--- src/logic/dca_pkg.sv ---
// constants and types for the decoder command arbiter
// Behaviour
// - drive commands to video_decoder as APB requester
// - arbitrate CPU and command_regulator command sources
// - graphics served until its occupancy timer expires
// - CPU served until its occupancy timer expires
// - graphics occupancy zero: drain all graphics first
// - CPU occupancy zero: drain all CPU first
// - nonzero field N means N times 4 clocks
// - normal priority; promotion timer counts while waiting
// - expired promotion makes source high priority, served next; two promoted sources alternate
// - serving a source restarts its promotion timer
// - graphics promotion in bits 7:4, zero disables
// - CPU promotion in bits 3:0, zero disables
// - waiting source is promoted once its promotion interval expires
package dca_pkg;
    localparam logic [7:0] OCC_OFFSET = 8'h88;
    localparam logic [7:0] PROMO_OFFSET = 8'h89;
    localparam logic [7:0] OCC_RESET = 8'h00;
    localparam logic [7:0] PROMO_RESET = 8'h11;
    localparam int CPU_LSB = 0;
    localparam int GFX_LSB = 4;
    localparam int FIELD_W = 4;
    localparam int UNIT_SHIFT = 2;
    localparam int TMR_W = FIELD_W + UNIT_SHIFT;
    localparam logic SRC_CPU = 1'b0;
    localparam logic SRC_GFX = 1'b1;
    typedef enum logic [1:0] {
        DCA_IDLE = 2'b00,
        DCA_SETUP = 2'b01,
        DCA_ACCESS = 2'b11
    } dca_state_t;
endpackage

--- src/logic/dca_timer_if.sv ---
// carrier between the arbiter and one expiry timer
`timescale 1ns/1ps
interface dca_timer_if;
    logic [dca_pkg::FIELD_W-1:0] limit;
    logic run;
    logic clear;
    logic expired;
    modport ctrl (output limit, output run, output clear, input expired);
    modport tmr (input limit, input run, input clear, output expired);
endinterface

--- src/logic/dca_timer.sv ---
// saturating expiry timer, limit in steps of four clocks
`timescale 1ns/1ps
module dca_timer (
    input wire logic clk,
    input wire logic srst,
    dca_timer_if.tmr t
);
    import dca_pkg::*;
    logic [TMR_W-1:0] cnt_r;
    logic [TMR_W-1:0] span;

    assign span = {t.limit, {UNIT_SHIFT{1'b0}}};

    always_ff @(posedge clk) begin
        if (srst || t.clear) begin
            cnt_r <= '0;
        end else if (t.run && cnt_r < span) begin
            cnt_r <= cnt_r + 1'b1;
        end
    end

    // zero limit never expires, which turns the timer off
    // compare with >= so a lowered limit bites at once instead of never, since the count holds above it
    assign t.expired = (t.limit != '0) && (cnt_r >= span);
endmodule

--- src/logic/dca_arbiter.sv ---
// decoder command arbiter: two command sources onto one APB requester
`timescale 1ns/1ps
module dca_arbiter (
    input wire logic clk,
    input wire logic srst,
    input wire logic cfg_wr,
    input wire logic [7:0] cfg_addr,
    input wire logic [7:0] cfg_wdata,
    output logic [7:0] cfg_rdata,
    input wire logic cpu_req,
    input wire logic cpu_write,
    input wire logic [31:0] cpu_addr,
    input wire logic [31:0] cpu_wdata,
    output logic cpu_ack,
    input wire logic gfx_req,
    input wire logic gfx_write,
    input wire logic [31:0] gfx_addr,
    input wire logic [31:0] gfx_wdata,
    output logic gfx_ack,
    output logic [31:0] rsp_rdata,
    output logic rsp_err,
    output logic psel,
    output logic penable,
    output logic pwrite,
    output logic [31:0] paddr,
    output logic [31:0] pwdata,
    input wire logic [31:0] prdata,
    input wire logic pready,
    input wire logic pslverr
);
    import dca_pkg::*;

    dca_state_t state_r;
    logic [7:0] occ_r;
    logic [7:0] promo_r;
    logic cur_src_r;
    logic last_hp_r;
    logic done;
    logic cpu_pend;
    logic gfx_pend;
    logic gnt;
    logic gnt_src;
    logic hp_cpu;
    logic hp_gfx;

    dca_timer_if occ_cpu ();
    dca_timer_if occ_gfx ();
    dca_timer_if pro_cpu ();
    dca_timer_if pro_gfx ();

    dca_timer u_occ_cpu (.clk(clk), .srst(srst), .t(occ_cpu));
    dca_timer u_occ_gfx (.clk(clk), .srst(srst), .t(occ_gfx));
    dca_timer u_pro_cpu (.clk(clk), .srst(srst), .t(pro_cpu));
    dca_timer u_pro_gfx (.clk(clk), .srst(srst), .t(pro_gfx));

    // register file
    always_ff @(posedge clk) begin
        if (srst) begin
            occ_r <= OCC_RESET;
            promo_r <= PROMO_RESET;
        end else if (cfg_wr && cfg_addr == OCC_OFFSET) begin
            occ_r <= cfg_wdata;
        end else if (cfg_wr && cfg_addr == PROMO_OFFSET) begin
            promo_r <= cfg_wdata;
        end
    end

    always_ff @(posedge clk) begin
        if (srst) begin
            cfg_rdata <= '0;
        end else begin
            unique case (cfg_addr)
                OCC_OFFSET: cfg_rdata <= occ_r;
                PROMO_OFFSET: cfg_rdata <= promo_r;
                default: cfg_rdata <= '0;
            endcase
        end
    end

    // a source shows its next command only after its ack, so mask it there
    assign cpu_pend = cpu_req && !cpu_ack;
    assign gfx_pend = gfx_req && !gfx_ack;
    assign done = (state_r == DCA_ACCESS) && pready;

    // occupancy: runs while a source holds the grant, restarts on a switch
    assign occ_cpu.limit = occ_r[CPU_LSB +: FIELD_W];
    assign occ_gfx.limit = occ_r[GFX_LSB +: FIELD_W];
    assign occ_cpu.run = (cur_src_r == SRC_CPU);
    assign occ_gfx.run = (cur_src_r == SRC_GFX);
    assign occ_cpu.clear = gnt && gnt_src != cur_src_r;
    assign occ_gfx.clear = gnt && gnt_src != cur_src_r;

    // promotion: counts while waiting, cleared once served
    assign pro_cpu.limit = promo_r[CPU_LSB +: FIELD_W];
    assign pro_gfx.limit = promo_r[GFX_LSB +: FIELD_W];
    assign pro_cpu.run = cpu_pend;
    assign pro_gfx.run = gfx_pend;
    assign pro_cpu.clear = cpu_ack;
    assign pro_gfx.clear = gfx_ack;
    assign hp_cpu = pro_cpu.expired && cpu_pend;
    assign hp_gfx = pro_gfx.expired && gfx_pend;

    // no grant in the ack cycle: the served source's next command is not visible yet,
    // and granting then would hand every turn to the other side and break draining
    assign gnt = (state_r == DCA_IDLE) && !cpu_ack && !gfx_ack && (cpu_pend || gfx_pend);

    always_comb begin
        gnt_src = cur_src_r;
        if (hp_cpu && hp_gfx) begin
            gnt_src = !last_hp_r;
        end else if (hp_cpu) begin
            gnt_src = SRC_CPU;
        end else if (hp_gfx) begin
            gnt_src = SRC_GFX;
        end else if (!cpu_pend) begin
            gnt_src = SRC_GFX;
        end else if (!gfx_pend) begin
            gnt_src = SRC_CPU;
        end else if (cur_src_r == SRC_GFX) begin
            gnt_src = occ_gfx.expired ? SRC_CPU : SRC_GFX;
        end else begin
            gnt_src = occ_cpu.expired ? SRC_GFX : SRC_CPU;
        end
    end

    always_ff @(posedge clk) begin
        if (srst) begin
            cur_src_r <= SRC_CPU;
        end else if (gnt) begin
            cur_src_r <= gnt_src;
        end
    end

    always_ff @(posedge clk) begin
        if (srst) begin
            last_hp_r <= SRC_GFX;
        end else if (gnt && hp_cpu && hp_gfx) begin
            last_hp_r <= gnt_src;
        end
    end

    // apb requester
    always_ff @(posedge clk) begin
        if (srst) begin
            state_r <= DCA_IDLE;
        end else begin
            unique case (state_r)
                DCA_IDLE: if (gnt) state_r <= DCA_SETUP;
                DCA_SETUP: state_r <= DCA_ACCESS;
                DCA_ACCESS: if (pready) state_r <= DCA_IDLE;
                default: state_r <= DCA_IDLE;
            endcase
        end
    end

    always_ff @(posedge clk) begin
        if (srst) begin
            psel <= 1'b0;
            penable <= 1'b0;
            pwrite <= 1'b0;
            paddr <= '0;
            pwdata <= '0;
        end else if (gnt) begin
            psel <= 1'b1;
            penable <= 1'b0;
            pwrite <= gnt_src ? gfx_write : cpu_write;
            paddr <= gnt_src ? gfx_addr : cpu_addr;
            pwdata <= gnt_src ? gfx_wdata : cpu_wdata;
        end else if (state_r == DCA_SETUP) begin
            penable <= 1'b1;
        end else if (done) begin
            psel <= 1'b0;
            penable <= 1'b0;
        end
    end

    always_ff @(posedge clk) begin
        if (srst) begin
            cpu_ack <= 1'b0;
            gfx_ack <= 1'b0;
            rsp_rdata <= '0;
            rsp_err <= 1'b0;
        end else begin
            cpu_ack <= done && cur_src_r == SRC_CPU;
            gfx_ack <= done && cur_src_r == SRC_GFX;
            if (done) begin
                rsp_rdata <= prdata;
                rsp_err <= pslverr;
            end
        end
    end
endmodule

--- config.mk ---
export PLATFORM = sky130hd
export DESIGN_NAME = dca_arbiter
export DESIGN_NICKNAME = d
export VERILOG_FILES = /design/src/logic/dca_pkg.sv /design/src/logic/dca_timer_if.sv /design/src/logic/dca_timer.sv /design/src/logic/dca_arbiter.sv
export SDC_FILE = /design/constraint.sdc
export NUM_CORES = 1
export LEC_CHECK = 0
export BUFFER_PORTS_ARGS = -buffer_cell sky130_fd_sc_hd__buf_2
export CAP_MARGIN = 0
export CORE_ASPECT_RATIO = 1.5
export CORE_MARGIN = 8
export CORE_UTILIZATION = 44
export DETAILED_ROUTE_END_ITERATION = 7
export PLACE_DENSITY_LB_ADDON = 0.2
export SYNTH_ARGS = -nofsm -noshare
export SYNTH_HDL_FRONTEND = slang
export SYNTH_HIERARCHICAL = 1
export SYNTH_SLANG_ARGS = --single-unit
--- constraint.sdc ---
create_clock -name clk -period 2.8 [get_ports clk]
set_input_delay 0.28 -clock clk [delete_from_list [all_inputs] [get_ports clk]]
set_output_delay 0.28 -clock clk [all_outputs]
set_load 0.01 [all_outputs]
**After elaboration in Yosys (flattened, before gate mapping)**

Index checks and enable logic that the tools add are counted.

- $add $sub $neg: 4
- Equality and inequality tests: 8
- Muxes and demuxes: 19
- $lt $le $gt $ge: 8
- Bitwise operators: 2
- Reduce and logical (&&, ||, !) cells: 42

Operators by type and width:

| kind | count |
|---|---|
| two-way mux 32 bit | 2 |
| adder 6 x 1 -> 6 bit, second input constant | 4 |
| greater-or-equal comparator 6 bit | 4 |
| logical AND 1 bit | 24 |
| < comparator 6 bit | 4 |
| == test 8 bit, second input constant | 2 |
| case mux 8 bit (2 select lines) | 1 |
| nonzero test 4 bit | 4 |
| two-way mux 1 bit | 13 |
| inequality test 2 bit, second input constant | 3 |
| case mux 2 bit (3 select lines) | 1 |
| AND reduction 2 bit | 3 |
| logical OR 1 bit | 4 |
| two-way mux 2 bit | 2 |
| nonzero test 2 bit | 2 |
| zero test 1 bit | 3 |
| == test 2 x 1 -> 1 bit, second input constant | 1 |
| == test 2 bit, second input constant | 1 |
| zero test 2 bit | 1 |
| inverter 1 bit | 2 |
| OR reduction 2 bit | 1 |
| inequality test 1 bit | 1 |

- Input port bits: 185
- Output and inout bits: 110
- Logic and storage cells: 102
- Register bits after elaboration: 154

**Depth between registers and ports, before layout**

- Word-level depth: 12
- Mapped depth: 13

**Hierarchy**

Netlist, hierarchy kept.

By module, submodules not included:

| module | sequential area each (µm²) | area an instance (µm²) | cells each | instances |
|---|---|---|---|---|
| dca_arbiter | 2602.5 | 5480.3 | 670 | 1 |
| dca_timer | 120.1 | 455.4 | 54 | 4 |

**Worst setup path before layout**

OpenSTA, ideal clock, no wires.

- Path type: register to register
- Start point: reg promo_r[1]
- End point: reg u_occ_cpu.cnt_r[3]
- Stages on the path, launching flop included: 12
- Data required time: 2.728 ns
- Path slack: -0.088 ns
- Data arrival time: 2.817 ns
- Setup time: 0.072 ns
- Cell sequence: dfxtp_1 inv_1 ha_1 nor2b_4 o21bai_1 a31oi_1 a2111oi_2 clkbuf_1 o31ai_1 and3_1 or3_1 mux2i_1

- Word-level cells in the longest chain between the ends: 8
- Elaborated cells on any way between the ends: 10
- Those cells by class: 1 x order compare; 1 x eq/ne; 2 x mux; 6 x reduce/logical

RTL lines:

| what | line | RTL |
|---|---|---|
| from (decl) | dca_arbiter.sv:35 | `logic [7:0] promo_r;` |
| from (signal assigned) | dca_arbiter.sv:64 | `promo_r <= cfg_wdata;` |
| greater-or-equal comparator 6 bit or nonzero test 4 bit (tied branches) | dca_timer.sv:24 | `assign t.expired = (t.limit != '0) && (cnt_r >= span);` |
| logical AND 1 bit (*) | dca_timer.sv:24 |  |
| via pro_cpu.expired | dca_timer_if.sv:7 | `logic expired;` |
| logical AND 1 bit (*) | dca_arbiter.sv:100 | `assign hp_cpu = pro_cpu.expired && cpu_pend;` |
| two-way mux 1 bit or logical AND 1 bit (tied branches) | dca_arbiter.sv:111, dca_arbiter.sv:109 |  |
| two-way mux 1 bit (*) | dca_arbiter.sv:109 | `if (hp_cpu && hp_gfx) begin` |
| inequality test 1 bit (*) | dca_arbiter.sv:90 | `assign occ_cpu.clear = gnt && gnt_src != cur_src_r;` |
| logical AND 1 bit (*) | dca_arbiter.sv:90 |  |
| via occ_cpu.clear | dca_timer_if.sv:6 | `logic clear;` |
| logical OR 1 bit (*) | dca_timer.sv:15 | `if (srst \|\| t.clear) begin` |
| to (signal assigned) | dca_timer.sv:18 | `cnt_r <= cnt_r + 1'b1;` |
| to (decl) | dca_timer.sv:9 | `logic [TMR_W-1:0] cnt_r;` |

Mark *: on every way through the listed nets, which the timed path passes. The rest lies on a longest branch.
A chain may end at the register's enable or synchronous reset.

**Worst setup path after layout**

- Start point: reg occ_r[7]
- End point: reg paddr[9]

- Word-level cells in the longest chain between the ends: 10
- Elaborated cells on any way between the ends: 11
- Those cells by class: 1 x order compare; 8 x mux; 2 x reduce/logical

RTL lines:

| what | line | RTL |
|---|---|---|
| from (decl) | dca_arbiter.sv:34 | `logic [7:0] occ_r;` |
| from (signal assigned) | dca_arbiter.sv:62 | `occ_r <= cfg_wdata;` |
| greater-or-equal comparator 6 bit or nonzero test 4 bit (tied branches) | dca_timer.sv:24 |  |
| logical AND 1 bit (*) | dca_timer.sv:24 |  |
| via occ_gfx.expired | dca_timer_if.sv:7 |  |
| two-way mux 1 bit (*) | dca_arbiter.sv:120 | `gnt_src = occ_gfx.expired ? SRC_CPU : SRC_GFX;` |
| two-way mux 1 bit (*) | dca_arbiter.sv:119 | `end else if (cur_src_r == SRC_GFX) begin` |
| two-way mux 1 bit (*) | dca_arbiter.sv:117 | `end else if (!gfx_pend) begin` |
| two-way mux 1 bit (*) | dca_arbiter.sv:115 | `end else if (!cpu_pend) begin` |
| two-way mux 1 bit (*) | dca_arbiter.sv:113 | `end else if (hp_gfx) begin` |
| two-way mux 1 bit (*) | dca_arbiter.sv:111 | `end else if (hp_cpu) begin` |
| two-way mux 1 bit (*) | dca_arbiter.sv:109 |  |
| two-way mux 32 bit (*) | dca_arbiter.sv:167 | `paddr <= gnt_src ? gfx_addr : cpu_addr;` |
| to (signal assigned) | dca_arbiter.sv:167 |  |
| to (decl) | dca_arbiter.sv:25 | `output logic [31:0] paddr,` |

Marked as above.

==> results_dict.tcl <==
set metrics [dict create \
    status "completed" \
    grt_overflow_total 0 \
    vdd_drop_max_uv 322 \
    tightest_slew_ps 746 \
    post_cts_buffers 0 \
    cts_tree "yes" \
    critPathLaunchType "register" \
    power_density_nw_per_um2 601 \
    max_cap_violations 0 \
    crit_type "register to register" \
    worstHoldEndpoint "rsp_rdata[16]" \
    crit_fanout 64 \
    synth-async-reset-ratio_pct 0 \
    antenna_left 0 \
    grt_pass1_wl_mm 38.2 \
    top_layer_used "met5" \
    root_buffer "clkbuf_16" \
    m1WireLength_mm 9.14 \
    netlist_instances 886 \
    io_buffers 294 \
    dr.pass1.iters 6 \
    critPathRequiredTime_ps 3140 \
    critPathTopFamily "simple AND/OR/NAND/NOR gates" \
    period_minus_slack_ps 2690 \
    place.gp.congestion 0.846 \
    syn2layout_area_growth_pct 33.6 \
    grt_antenna_before_repair 3 \
    setup_viol 0 \
    grt_pass1_vias 7571 \
    die_area_um2 21100 \
    io_pins 295 \
    p_leak_nw 4.21 \
    synth_edf_count 0 \
    cp.buffers_inverters 3 \
    fin_ws_ps 108 \
    yosysWarnings 6 \
    period_share_pct 96.1 \
    grt_start_max_net_pins 130 \
    synthTopCellsByArea "dfxtp_1 42%, nand2_1 12%, o311ai_0 7.0%, o211ai_1 6.7%, a21oi_1 4.7%" \
    drc_errors 0 \
    path_cells "inv_1 > ha_1 > nand2_1 > or2_2 > a31oi_2 > a2111oi_4 > buf_4 > or3_2 > buf_12 > o211ai_1" \
    rsz0062_at_grt "no" \
    reg2reg_to "paddr[9]" \
    wl_mm 24.1 \
    die_y_um 174 \
    synth_top_area_share_pct 42.2 \
    clock_latency_ps 420 \
    clockBufferDepth 2 \
    die_w_um 121 \
    endpoint_kind "register" \
    wl_met2_mm 12.1 \
    ff2ff_setup_slack_ps 110 \
    numCtsBuffers 17 \
    synth_common_cells "228 x nand2_1, 154 x dfxtp_1, 69 x a21oi_1" \
    fin_nets 1374 \
    synth-seq-area-share_pct 42.2 \
    r2r_cells 10 \
    syn_avg_cell_area_um2 8.24 \
    initial_core_util_pct 44.9 \
    vias_per_cell 5.56 \
    finClkSkew_ps 13.2 \
    worstHoldStart "prdata[16]" \
    syn_area_um2 7300 \
    dpl_cell_area_um2 9100 \
    place_ws_ps 9.83 \
    grt.total_usage_pct 22.3 \
    wl_per_cell_um 17.4 \
    ys_types 41 \
    yosysTopAreaCell "dfxtp_1" \
    fp-row-count 57 \
    cpPeakStageDelay_ps 500 \
    cp.arrival_ps 3030 \
    fin_area_um2 9750 \
    fin_util_pct 60.0 \
    dr.first_iter.drc_count 552 \
    timing.rr.start "occ_r[7]" \
    holdBufCountCts 0 \
    hold_viol_final 0 \
    clock-sinks 154 \
    synth_ff_type "dfxtp_1" \
    hpwlAfterDp_mm 17.5 \
    nFillCells 1540 \
    vias 7699 \
    maxSlewHeadroom_pct 50.3 \
    synth_nets 1095 \
    slowest_stage "or3_2" \
    core_area_um2 16300 \
    drive_above_1_share_pct 33.6 \
    wl_met3_mm 2.05 \
    path_clk_slew_ps 70 \
    yosysMostFrequentCell "nand2_1" \
    drv_slew 0 \
    synth-seq-cells 154 \
    holdPathStages 3 \
    finalSetupTns_ps 0 \
    fmax_mhz 372 \
    hp-class "input pin to register" \
    htreeDepth 4 \
]
## kinds of logic after synthesis
logic type                 share of synthesized area [%]
and+or+nand+nor                                     22.1
muxes                                               1.10
DFF                                                 42.2
adders and majority gates                           4.11
buffers and inverters                               5.89
AOI/OAI and AO/OA                                   24.6
## registers in the layout, indices dropped and copies added, names as in the netlist
register	cells
gfx_ack	1
penable	1
psel	1
cpu_ack	1
u_pro_gfx/cnt_r	6
pwdata	32
last_hp_r	1
u_occ_gfx/cnt_r	6
cur_src_r	1
u_pro_cpu/cnt_r	6
pwrite	1
promo_r	8
occ_r	8
cfg_rdata	8
paddr	32
state_r	2
rsp_rdata	32
rsp_err	1
u_occ_cpu/cnt_r	6
## cells in the final DEF (no fill, tap or decap), types with 11 or more instances in the layout
master,n
buf_2,294
nand4_1,18
nor2_1,15
dfxtp_1,154
nand2_1,228
o31ai_1,18
ha_1,24
buf_4,29
o311ai_0,58
inv_1,37
o211ai_1,65
clkbuf_16,17
a21oi_1,67
or4_1,11
nand3_1,31
## per-stage QoR
step,hold WS (ps),std cells,total power [mW]
floorplan,416,886,3.07
global placement,440,1352,3.52
detailed placement,443,1352,3.53
CTS,67.4,1384,5.92
global route,73.5,1385,6.14
finish,86.7,1385,5.86
## worst max-delay path by stage
stage / start / end / slack, ps / cells after the start
after global placement: promo_r[3] / u_occ_gfx/cnt_r[3] / 100 / 11
after detailed placement: promo_r[3] / u_occ_gfx/cnt_r[1] / 10 / 11
after floorplan: promo_r[3] / u_occ_cpu/cnt_r[3] / 10 / 11
after CTS: occ_r[7] / u_occ_gfx/cnt_r[1] / 20 / 10
after global routing: promo_r[3] / u_occ_gfx/cnt_r[3] / 4 / 11
final: occ_r[7] / paddr[9] / 110 / 10
## area by class of cell
type	instances	area, um^2	area share [%]
sequential	154	3080	31.6
inverter	37	139	1.42
timing repair buffer	329	1800	18.5
clock buffer	17	425	4.36
clock inverter	15	179	1.83
multi-input combinational	626	3870	39.6
antenna	1	2.50	0.0257
tap	206	258	2.64
## per-layer routing
metal | vias up | global-route usage (%)
li1 | 3792 | -
met1 | 3568 | 24.3
met2 | 289 | 37.8
met3 | 46 | 7.92
met4 | 4 | 9.81
met5 | - | 0
## report_power, final
part / switching [mW] / leakage, nW / internal, mW / total, mW
logic: 0.613 / 2.66 / 0.405 / 1.02
registers: 0.103 / 1.25 / 2.37 / 2.47
clock network: 1.02 / 0.297 / 1.35 / 2.37
## worst min-delay path, cell delays in order
cell	delay (ps)
buf_2	90
nand2_1	40
a21oi_1	50
## timing repair
action	in CTS	in global routing
gates resized for setup	1	11
pin swaps	0	1
endpoints found under the setup margin	1	76
endpoints found under the hold margin	0	0
Note: power is estimated with default switching activity, not from simulation.
